===== src/hw/stm_params.svh =====
// constants for the standard timer operating-mode block
`ifndef STM_PARAMS_SVH
`define STM_PARAMS_SVH
`define STM_MODE_CMP      2'h0
`define STM_MODE_CAP      2'h1
`define STM_MODE_PWM      2'h2
`define STM_MODE_TMR      2'h3
`define STM_OF_PWM        2'h2
`define STM_OF_PULSE      2'h3
`define STM_CAP_RISE      2'h0
`define STM_CAP_FALL      2'h1
`define STM_CAP_BOTH      2'h2
`define STM_CAP_OFF       2'h3
`define STM_CNT_RESET     16'h0000
`define STM_CAPT_RESET    16'h0000
`define STM_P_LSB         8
`endif


===== src/hw/stm_pkg.sv =====
// types for the standard timer operating-mode block
package stm_pkg;
  typedef enum logic [1:0] {
    stm_cmp = 2'b00,
    stm_cap = 2'b01,
    stm_pwm = 2'b10,
    stm_tmr = 2'b11
  } stm_mode_e;
  typedef logic [15:0] stm_count_t;
endpackage : stm_pkg


===== src/hw/stm_cnt_if.sv =====
// counter-to-comparator signal bundle
`timescale 1ns/100ps
`default_nettype none
interface stm_cnt_if;
  import stm_pkg::*;
  stm_count_t count;
  logic [15:0] cmp_a;
  logic [7:0]  cmp_p;
  logic        match_a;
  logic        match_p;
  modport cnt (output count, input cmp_a, input cmp_p, input match_a, input match_p);
  modport cmp (input count, input cmp_a, input cmp_p, output match_a, output match_p);
endinterface : stm_cnt_if
`default_nettype wire


===== src/hw/stm_compare.sv =====
// comparators A and P against the counter
`timescale 1ns/100ps
`default_nettype none
`include "stm_params.svh"
module stm_compare
  import stm_pkg::*;
(
  stm_cnt_if.cmp bus
);
  // p looks only at the top byte and fires on the last count before that byte
  // would reach p, so the span is p*256 ticks; zero wraps to the full 16 bits
  logic [7:0] top_next;
  always_comb begin
    bus.match_a = (bus.count == bus.cmp_a);
    top_next    = bus.count[15:`STM_P_LSB] + 8'h01;
    bus.match_p = (top_next == bus.cmp_p) && (bus.count[7:0] == 8'hff);
  end
endmodule : stm_compare
`default_nettype wire


===== src/hw/stm_edge.sv =====
// one-cycle rising/falling edge detector
`timescale 1ns/100ps
`default_nettype none
module stm_edge (
  input  wire logic clk_sys,
  input  wire logic rst,
  input  wire logic sig,
  output logic      rise,
  output logic      fall
);
  logic prev;
  always_ff @(posedge clk_sys or posedge rst) begin
    if (rst) begin
      prev <= 1'b0;
    end else begin
      prev <= sig;
    end
  end
  assign rise = sig & ~prev;
  assign fall = ~sig & prev;
endmodule : stm_edge
`default_nettype wire


===== src/hw/stm_timer.sv =====
// standard timer operating modes: compare, timer, pwm, single pulse, capture
`timescale 1ns/100ps
`default_nettype none
`include "stm_params.svh"
module stm_timer
  import stm_pkg::*;
(
  input  wire logic        clk_sys,
  input  wire logic        rst,
  input  wire logic        timer_tick,
  input  wire logic        pause,
  input  wire logic        mode_select_hi,
  input  wire logic        mode_select_lo,
  input  wire logic        out_function_hi,
  input  wire logic        out_function_lo,
  input  wire logic        counter_on_set,
  input  wire logic        counter_on_clr,
  input  wire logic        clear_select_bit,
  input  wire logic        period_duty_swap_bit,
  input  wire logic        output_control_bit,
  input  wire logic        output_polarity_bit,
  input  wire logic [15:0] compare_a_wdata,
  input  wire logic        compare_a_wr,
  input  wire logic [7:0]  compare_p_value,
  input  wire logic        trigger_clock_pin,
  input  wire logic        trigger_rising,
  input  wire logic        timer_io_pin_in,
  output logic             counter_on_bit,
  output logic [15:0]      counter_value,
  output logic [15:0]      compare_a_value,
  output logic             match_a_flag,
  output logic             match_p_flag,
  output logic             timer_io_pin_out,
  output logic             timer_io_pin_oe_n
);
  stm_cnt_if cbus ();
  stm_mode_e  mode;
  logic [1:0] ofn;
  logic       on_rise;
  logic       on_fall;
  logic       trg_rise;
  logic       trg_fall;
  logic       cap_rise;
  logic       cap_fall;
  logic       step;
  logic       match_a;
  logic       match_p;
  logic       clr_cnt;
  logic       pwm_sel;
  logic       pulse_sel;
  logic       cap_edge;
  logic       pwm_active;
  logic       cmp_pin;
  logic       next_pin;
  logic [16:0] period_len;
  logic [16:0] duty_len;

  assign mode = stm_mode_e'({mode_select_hi, mode_select_lo});
  assign ofn  = {out_function_hi, out_function_lo};
  assign pwm_sel   = (mode == stm_pwm) && (ofn != `STM_OF_PULSE);
  assign pulse_sel = (mode == stm_pwm) && (ofn == `STM_OF_PULSE);

  stm_edge u_on_edge (
    .clk_sys (clk_sys),
    .rst     (rst),
    .sig     (counter_on_bit),
    .rise    (on_rise),
    .fall    (on_fall)
  );
  stm_edge u_trg_edge (
    .clk_sys (clk_sys),
    .rst     (rst),
    .sig     (trigger_clock_pin),
    .rise    (trg_rise),
    .fall    (trg_fall)
  );
  stm_edge u_cap_edge (
    .clk_sys (clk_sys),
    .rst     (rst),
    .sig     (timer_io_pin_in),
    .rise    (cap_rise),
    .fall    (cap_fall)
  );

  assign cbus.count = counter_value;
  assign cbus.cmp_a = compare_a_value;
  assign cbus.cmp_p = compare_p_value;
  stm_compare u_cmp (
    .bus (cbus)
  );

  // matches count only on a real tick, so each fires once per pass
  assign step    = counter_on_bit && !pause && timer_tick && !on_rise;
  assign match_a = step && cbus.match_a;
  assign match_p = step && cbus.match_p;

  always_comb begin
    case (mode)
      stm_cmp, stm_tmr: clr_cnt = clear_select_bit ? match_a : match_p;
      stm_pwm:          clr_cnt = pulse_sel ? 1'b0 :
                                  (period_duty_swap_bit ? match_a : match_p);
      stm_cap:          clr_cnt = match_p;
      default:          clr_cnt = 1'b0;
    endcase
  end

  always_ff @(posedge clk_sys or posedge rst) begin
    if (rst) begin
      counter_value <= `STM_CNT_RESET;
    end else if (on_rise) begin
      counter_value <= `STM_CNT_RESET;
    end else if (step) begin
      counter_value <= clr_cnt ? `STM_CNT_RESET : counter_value + 16'h0001;
    end
  end

  // counter-on: software set/clear, pin trigger and A match in pulse mode
  always_ff @(posedge clk_sys or posedge rst) begin
    if (rst) begin
      counter_on_bit <= 1'b0;
    end else if (counter_on_set || (pulse_sel && (trigger_rising ? trg_rise : trg_fall))) begin
      counter_on_bit <= 1'b1;
    end else if (counter_on_clr || (pulse_sel && match_a)) begin
      counter_on_bit <= 1'b0;
    end
  end

  // flags stay high one cycle; set by hardware only
  always_ff @(posedge clk_sys or posedge rst) begin
    if (rst) begin
      match_a_flag <= 1'b0;
      match_p_flag <= 1'b0;
    end else begin
      match_a_flag <= match_a || (mode == stm_cap && cap_edge);
      match_p_flag <= match_p && !pulse_sel &&
                      !((mode == stm_cmp || mode == stm_tmr) && clear_select_bit);
    end
  end

  always_comb begin
    case (ofn)
      `STM_CAP_RISE: cap_edge = cap_rise;
      `STM_CAP_FALL: cap_edge = cap_fall;
      `STM_CAP_BOTH: cap_edge = cap_rise | cap_fall;
      default:       cap_edge = 1'b0;
    endcase
  end

  // capture works whether or not the counter is on; software writes land when no capture is due
  always_ff @(posedge clk_sys or posedge rst) begin
    if (rst) begin
      compare_a_value <= `STM_CAPT_RESET;
    end else if (mode == stm_cap && cap_edge) begin
      compare_a_value <= counter_value;
    end else if (compare_a_wr) begin
      compare_a_value <= compare_a_wdata;
    end
  end

  // 17-bit lengths so a zero P value reads as a full 65536-tick span
  always_comb begin
    if (period_duty_swap_bit) begin
      period_len = {1'b0, compare_a_value};
      duty_len   = (compare_p_value == 8'h00) ? 17'h10000 : {1'b0, compare_p_value, 8'h00};
    end else begin
      period_len = (compare_p_value == 8'h00) ? 17'h10000 : {1'b0, compare_p_value, 8'h00};
      duty_len   = {1'b0, compare_a_value};
    end
    pwm_active = ({1'b0, counter_value} < duty_len) || (duty_len >= period_len);
  end

  always_ff @(posedge clk_sys or posedge rst) begin
    if (rst) begin
      cmp_pin <= 1'b0;
    end else if (on_rise) begin
      cmp_pin <= output_control_bit;
    end else if (mode == stm_cmp && match_a) begin
      case (ofn)
        2'h1:    cmp_pin <= 1'b0;
        2'h2:    cmp_pin <= 1'b1;
        2'h3:    cmp_pin <= ~cmp_pin;
        default: cmp_pin <= cmp_pin;
      endcase
    end
  end

  always_comb begin
    case (mode)
      stm_cmp: next_pin = cmp_pin ^ output_polarity_bit;
      stm_pwm: begin
        if (pulse_sel) begin
          next_pin = counter_on_bit;
        end else if (ofn == 2'h0) begin
          next_pin = 1'b0;
        end else if (ofn == 2'h1) begin
          next_pin = 1'b1;
        end else begin
          next_pin = pwm_active && counter_on_bit;
        end
        // active level from output control, then optional inversion
        next_pin = (output_control_bit ? next_pin : ~next_pin) ^ output_polarity_bit;
      end
      default: next_pin = 1'b0;
    endcase
  end

  always_ff @(posedge clk_sys or posedge rst) begin
    if (rst) begin
      timer_io_pin_out  <= 1'b0;
      timer_io_pin_oe_n <= 1'b1;
    end else begin
      timer_io_pin_out  <= next_pin;
      timer_io_pin_oe_n <= !(mode == stm_cmp || mode == stm_pwm);
    end
  end

  logic unused_ok;
  assign unused_ok = on_fall;
endmodule : stm_timer
`default_nettype wire

===== config.mk =====
export PLATFORM = sky130hd
export DESIGN_NAME = stm_timer
export DESIGN_NICKNAME = d
export VERILOG_FILES = /design/src/hw/stm_pkg.sv /design/src/hw/stm_cnt_if.sv /design/src/hw/stm_compare.sv /design/src/hw/stm_edge.sv /design/src/hw/stm_timer.sv
export VERILOG_INCLUDE_DIRS = /design/src /design/src/hw
export SDC_FILE = /design/constraint.sdc
export NUM_CORES = 1
export LEC_CHECK = 0
export BUFFER_PORTS_ARGS = -buffer_cell sky130_fd_sc_hd__buf_2
export CORE_MARGIN = 8
export CORE_UTILIZATION = 23
export DETAILED_ROUTE_END_ITERATION = 10
export GPL_ROUTABILITY_DRIVEN = 0
export GPL_TIMING_DRIVEN = 0
export PLACE_DENSITY_LB_ADDON = 0.3
export SYNTH_ARGS = -nofsm -noshare
export SYNTH_HDL_FRONTEND = slang
export SYNTH_SLANG_ARGS = --single-unit

===== constraint.sdc =====
create_clock -name clk_sys -period 4.3 [get_ports clk_sys]
set_input_delay 0.215 -clock clk_sys [delete_from_list [all_inputs] [get_ports clk_sys]]
set_output_delay 0.215 -clock clk_sys [all_outputs]
set_load 0.1 [all_outputs]

# Word-level counts from Yosys, hierarchy flattened
# Index checks and enable logic that the tools add are counted.
# op_classes
n_div	0
n_reduce_logical	36
n_lt_le_gt_ge	2
add_sub_neg	2
n_bitwise	15
eq_ne	9
mux	25
shift	0
n_mul	0
# op_table
operator	count
$mux 16	5
$mux 17	3
$ge 17x17->1	1
$lt 16x17->1	1
$add 16x1->16 const B	1
$eq 16x16->1	1
$logic_and 1x1->1	15
$mux 1	13
$pmux 1 s3	3
$add 8x1->8 const B	1
$eq 2x2->1 const B	4
$eq 8x8->1	1
$eq 8x8->1 const B	1
$logic_not 8->1	1
$reduce_bool 2->1	4
$not 1->1	7
$logic_or 1x1->1	6
$and 1x1->1	5
$logic_not 1->1	5
$eq 2x1->1 const B	2
$logic_not 2->1	2
$reduce_bool 4->1	1
$pmux 1 s2	1
$reduce_and 2->1	1
3 further kinds	4
# word_totals
register_bits	41
out_inout_bits	37
latchBits	0
word_cells	100
input_bits	42
mem_bits_ro	0
mem_bits_rw	0
mem_count	0

# Depth between registers and ports, before layout
# depth
word_depth	14
ltp_mapped	12
ltp_nobuf	10

# Hierarchy
# From an unflattened synthesis, not the netlist that was laid out.
# hier_totals
cells_unflattened	392
hier_area_um2	3455.8
# by_module_without_submodules
module	instances	cells_per_inst	seq_area_each_um2	area_per_inst_um2
stm_timer	1	322	952.2	2866.5
stm_compare	1	58	0.0	457.9
stm_edge	3	4	25.0	43.8

# Worst setup path after synthesis
# OpenSTA, ideal clock, no wires.
# synth_timing
path_type	flip-flop to flip-flop
from	reg counter_value[1]
to	reg counter_value[1]
period_less_slack_ns	3.092
t_arrival_ns	2.970
setup_time_ns	0.122
path_slack_ns	1.208
path_stages_with_launch	9
path_buffers	1
t_required_ns	4.178
path_cell_list	dfrtp_1 -> ha_1 -> nand3_1 -> or2_1 -> or3_4 -> a2111oi_4 -> o21ai_2 -> buf_2 -> a22o_1
# synth_between
elab_chain_cells	9
word_cells_on_any_way	13
cone_classes	add/sub (1); eq/ne (2); mux (7); reduce/logical (3)
# synth_lines
element	line	text
start: declaration	stm_timer.sv:29	output logic [15:0] counter_value,
start signal: assignment	stm_timer.sv:109	counter_value <= `STM_CNT_RESET;
start signal: assignment	stm_timer.sv:111	counter_value <= `STM_CNT_RESET;
start signal: assignment	stm_timer.sv:113	counter_value <= clr_cnt ? `STM_CNT_RESET : counter_value + 16'h0001;
$eq 8x8->1	stm_compare.sv:16	bus.match_p = (top_next == bus.cmp_p) && (bus.count[7:0] == 8'hff);
$logic_and 1x1->1	stm_compare.sv:16	
$logic_and 1x1->1	stm_timer.sv:95	assign match_p = step && cbus.match_p;
$mux 1	stm_timer.sv:101	(period_duty_swap_bit ? match_a : match_p);
$mux 1	stm_timer.sv:100	stm_pwm: clr_cnt = pulse_sel ? 1'b0 :
$pmux 1 s3	stm_timer.sv:98	case (mode)
$mux 16 *	stm_timer.sv:113	
$mux 16 *	stm_timer.sv:112	end else if (step) begin
$mux 16 *	stm_timer.sv:110	end else if (on_rise) begin
# Mark *: on every way between the ends. The rest lies on a longest branch, timed or not. The select of a mux whose other input is x is not followed.
# A chain may end at the register's enable or synchronous reset.

# Final worst setup path
# layout_timing
from	in period_duty_swap_bit
to	reg timer_io_pin_out
# layout_between
elab_chain_cells	12
word_cells_on_any_way	14
cone_classes	order compare (2); mux (8); bitwise (2); reduce/logical (2)
# layout_lines
element	line	text
start: declaration	stm_timer.sv:19	input wire logic period_duty_swap_bit,
$mux 17	stm_timer.sv:162	if (period_duty_swap_bit) begin
$lt 16x17->1 / $ge 17x17->1 (equally long branches)	stm_timer.sv:169	pwm_active = ({1'b0, counter_value} < duty_len) || (duty_len >= period_len);
$logic_or 1x1->1 *	stm_timer.sv:169	
$logic_and 1x1->1 *	stm_timer.sv:198	next_pin = pwm_active && counter_on_bit;
$mux 1 *	stm_timer.sv:195	end else if (ofn == 2'h1) begin
$mux 1 *	stm_timer.sv:193	end else if (ofn == 2'h0) begin
$mux 1 *	stm_timer.sv:191	if (pulse_sel) begin
$mux 1 *	stm_timer.sv:188	case (mode)
$not 1->1	stm_timer.sv:201	next_pin = (output_control_bit ? next_pin : ~next_pin) ^ output_polarity_bit;
$mux 1 *	stm_timer.sv:201	
$xor 1x1->1 *	stm_timer.sv:201	
$pmux 1 s2 *	stm_timer.sv:188	
via next_pin	stm_timer.sv:54	logic next_pin;
end signal: assignment	stm_timer.sv:212	timer_io_pin_out <= next_pin;
end: declaration	stm_timer.sv:33	output logic timer_io_pin_out,
# Mark *: on every way through the listed nets, which the timed path passes. The rest lies on a longest branch. The select of a mux whose other input is x is not followed.

==> summary.md <==
| Metric | Value |
|---|---|
| Status | `finished, final reports clean` |
| Worst-margin pin slew | `837 ps` |
| Normalized max-slew margin | `42.7%` |
| First-pass GRT wire length | `18700 um` |
| Top FF cell, synth | `dfrtp_1` |
| Initial antenna violation count | `0` |
| Synth cell types | `53` |
| Critical path class | `input pin to flop` |
| Hold path cells | `1` |
| Total wire length | `11800 um` |
| GR Overflow Total | `0` |
| Vias in the first global route | `3508` |
| Area post-placement | `4110 um^2` |
| Reg2reg setup slack | `1470 ps` |
| Layout Nets | `568` |
| Synthesized Nets | `484` |
| Hold-fix buffers, CTS | `1` |
| Final period utilization | `85.5%` |
| CP Data Arrival Time | `3840 ps` |
| Initial DRC count | `145` |
| Syn Area/Cell | `8.37 um^2` |
| CP Capture Type | `flop` |
| Share of cells above drive strength 1 | `21.0%` |
| Setup TNS | `0 ps` |
| Syn Inst Count | `416` |
| Synth warn | `0` |
| Uppermost layer routed | `met4` |
| Row Count | `45` |
| Port Buffers | `75` |
| Worst-path fanout max | `10` |
| Skew final | `3.30 ps` |
| R2R depth | `8` |
| TritonCTS clock tree | `built` |
| Total track usage | `12.1%` |
| Most frequent cells in the layout | `buf_2, dfrtp_1, nor2_1` |
| Synthesized cell area | `3480 um^2` |
| Data required, critical path | `4470 ps` |
| Die Y | `139 um` |
| Die width | `139 um` |
| Max VDD drop | `0.218 mV` |
| DRC | `0` |
| Fmax | `0.272 GHz` |
| Leakage | `2.06 nW` |
| Max-slew violations | `0` |
| Design area | `4260 um^2` |
| Sequential area share after synthesis | `29.5%` |
| Flops & latches, synth | `41` |
| Clk buf depth | `2` |
| Core region area | `15000 um^2` |
| Worst hold path type | `input pin to flop` |
| CTS H-tree lvls | `2` |
| Commonest non-fill, non-tap cell in the layout | `buf_2` |
| N_diodes | `0` |
| Clk sink count | `41` |
| Total number of vias | `3350` |
| Hold path start | `trigger_clock_pin` |
| R2R Path End | `timer_io_pin_out` |
| DR vias/cell | `4.86` |
| # setup viols final | `0` |
| Area delta synth->final | `22.3%` |
| IO Pins | `79` |
| WL per Instance | `17.2 um` |
| RSZ-0062 raised after global routing | `no` |
| Setup bufs post-CTS | `0` |
| Layout fillers | `1616` |
| Post-synth EDFFs | `0` |
| CTS root buffer | `clkbuf_16` |
| Cts bufs inserted | `5` |
| Post-cts gate resize count | `0` |
| Hold EP | `u_trg_edge.prev` |
| Reg clk slew, reported paths | `60 ps` |
| Met2 wire length | `5730 um` |
| Initial Util | `23.2%` |
| First-pass detailed-route iteration total | `4` |
| Worst R2R Start | `compare_a_value[11]` |
| Period minus WS final | `3680 ps` |
| Largest net degree at the start of global routing | `23` |
| Clk Latency, worst-skew pair | `290 ps` |
| M1 WL | `5280 um` |
| Cell Pwr Density | `349 nW/um^2` |
| Max-Cap Viols | `0` |
| Final ANT Viol Nets | `0` |
| Endpoints failing hold | `0` |
| Post-synthesis async set-or-reset flop share | `100%` |
| Routed wl met3 | `656 um` |
| Worst Setup Start Kind | `input pin` |
| DIE AREA | `19300 um^2` |
| Hpwl dp | `9490 um` |
[how the worst max path moves through the flow]
| stage | startpoint | endpoint | slack [ps] |
|---|---|---|---|
| floorplan | counter_value[1] | counter_value[1] | 1210 |
| global placement | period_duty_swap_bit | timer_io_pin_out | 380 |
| detailed placement | period_duty_swap_bit | timer_io_pin_out | 360 |
| CTS | period_duty_swap_bit | timer_io_pin_out | 650 |
| global route | period_duty_swap_bit | timer_io_pin_out | 370 |
| finish | period_duty_swap_bit | timer_io_pin_out | 620 |
[critical path, cell delays in order]
cell,delay (ps)
buf_2,130
buf_2,270
buf_1,490
buf_1,580
mux2i_1,270
ha_1,170
nand2b_1,110
a21oi_1,60
nor3_1,240
nor3_1,90
a2111oi_0,730
nor3_1,120
or3b_1,360
[metrics by stage]
step	setup WS, ps	std cells	utilization (%)	total power, mW	hold slack, ps
finish	623	689	28.4	1.49	59.7
global route	365	689	28.4	1.57	62.4
CTS	652	689	28.4	1.50	56.8
detailed placement	365	680	27.5	1.12	276
global placement	376	679	27.3	1.10	350
floorplan	1210	416	-	0.962	246
[layout make-up]
class | instances | area (um^2) | share of cell area, %
timing repair buffer | 77 | 405 | 9.52
multi-input combinational | 325 | 2240 | 52.7
clock buffer | 8 | 136 | 3.20
sequential | 41 | 1030 | 24.1
buffer | 25 | 118 | 2.76
tap | 188 | 235 | 5.52
inverter | 25 | 93.8 | 2.20
[power by group]
| group | total, mW | leakage (nW) | switching (mW) | internal, mW |
|---|---|---|---|---|
| clock network | 0.377 | 0.0652 | 0.160 | 0.217 |
| registers | 0.490 | 0.516 | 0.0659 | 0.424 |
| logic | 0.619 | 1.48 | 0.456 | 0.163 |
| total | 1.49 | 2.06 | 0.682 | 0.804 |
[routing by layer]
layer,track usage [%],up-vias
li1,-,1644
met1,14.7,1618
met2,20.7,78
met3,3.13,10
met4,3.24,0
met5,0,-
[state kept, by name, summed over array words and instances (netlist names)]
register / count
u_on_edge.prev: 1
counter_on_bit: 1
match_p_flag: 1
match_a_flag: 1
compare_a_value: 16
u_cap_edge.prev: 1
u_trg_edge.prev: 1
cmp_pin: 1
timer_io_pin_oe_n: 1
counter_value: 16
timer_io_pin_out: 1
[logic make-up (layout without fill, tap and decap cells)]
kind of cell | Yosys count | count (layout) | share of synthesized area (%)
buf+inv | 50 | 135 | 6.07
xor+xnor | 31 | 31 | 7.80
mux | 35 | 35 | 10.2
fa+ha+maj | 28 | 28 | 9.92
simple gates | 143 | 143 | 21.0
flops | 41 | 41 | 29.5
compound gates | 88 | 88 | 15.5
[cells in the mapped netlist (all sizes together), types with 2 or more instances]
cell | number | area share, %
o31ai | 2 | 0.43
mux2i | 30 | 8.6
a22o | 3 | 0.75
xnor2 | 8 | 2.0
or3 | 5 | 1.0
nand2 | 24 | 2.6
o211ai | 2 | 0.43
dfrtp | 40 | 29
and4b | 2 | 0.58
o21a | 2 | 0.43
maj3 | 2 | 0.58
inv | 25 | 2.7
buf | 15 | 2.3
nand4 | 9 | 1.6
a31oi | 4 | 0.72
nor3 | 6 | 0.86
nor2 | 39 | 4.2
nand3 | 23 | 3.3
nor4 | 9 | 1.6
a211oi | 4 | 0.86
mux2 | 5 | 1.6
a2111oi | 2 | 1.0
or2 | 2 | 0.36
nand2b | 10 | 1.8
nand3b | 2 | 0.43
a21o | 6 | 1.3
clkbuf | 10 | 1.1
ha | 26 | 9.3
nor2b | 5 | 0.90
o21ai | 26 | 3.8
a21oi | 33 | 4.7
xor2 | 23 | 5.8
Note: power is estimated with default switching activity, not from simulation.
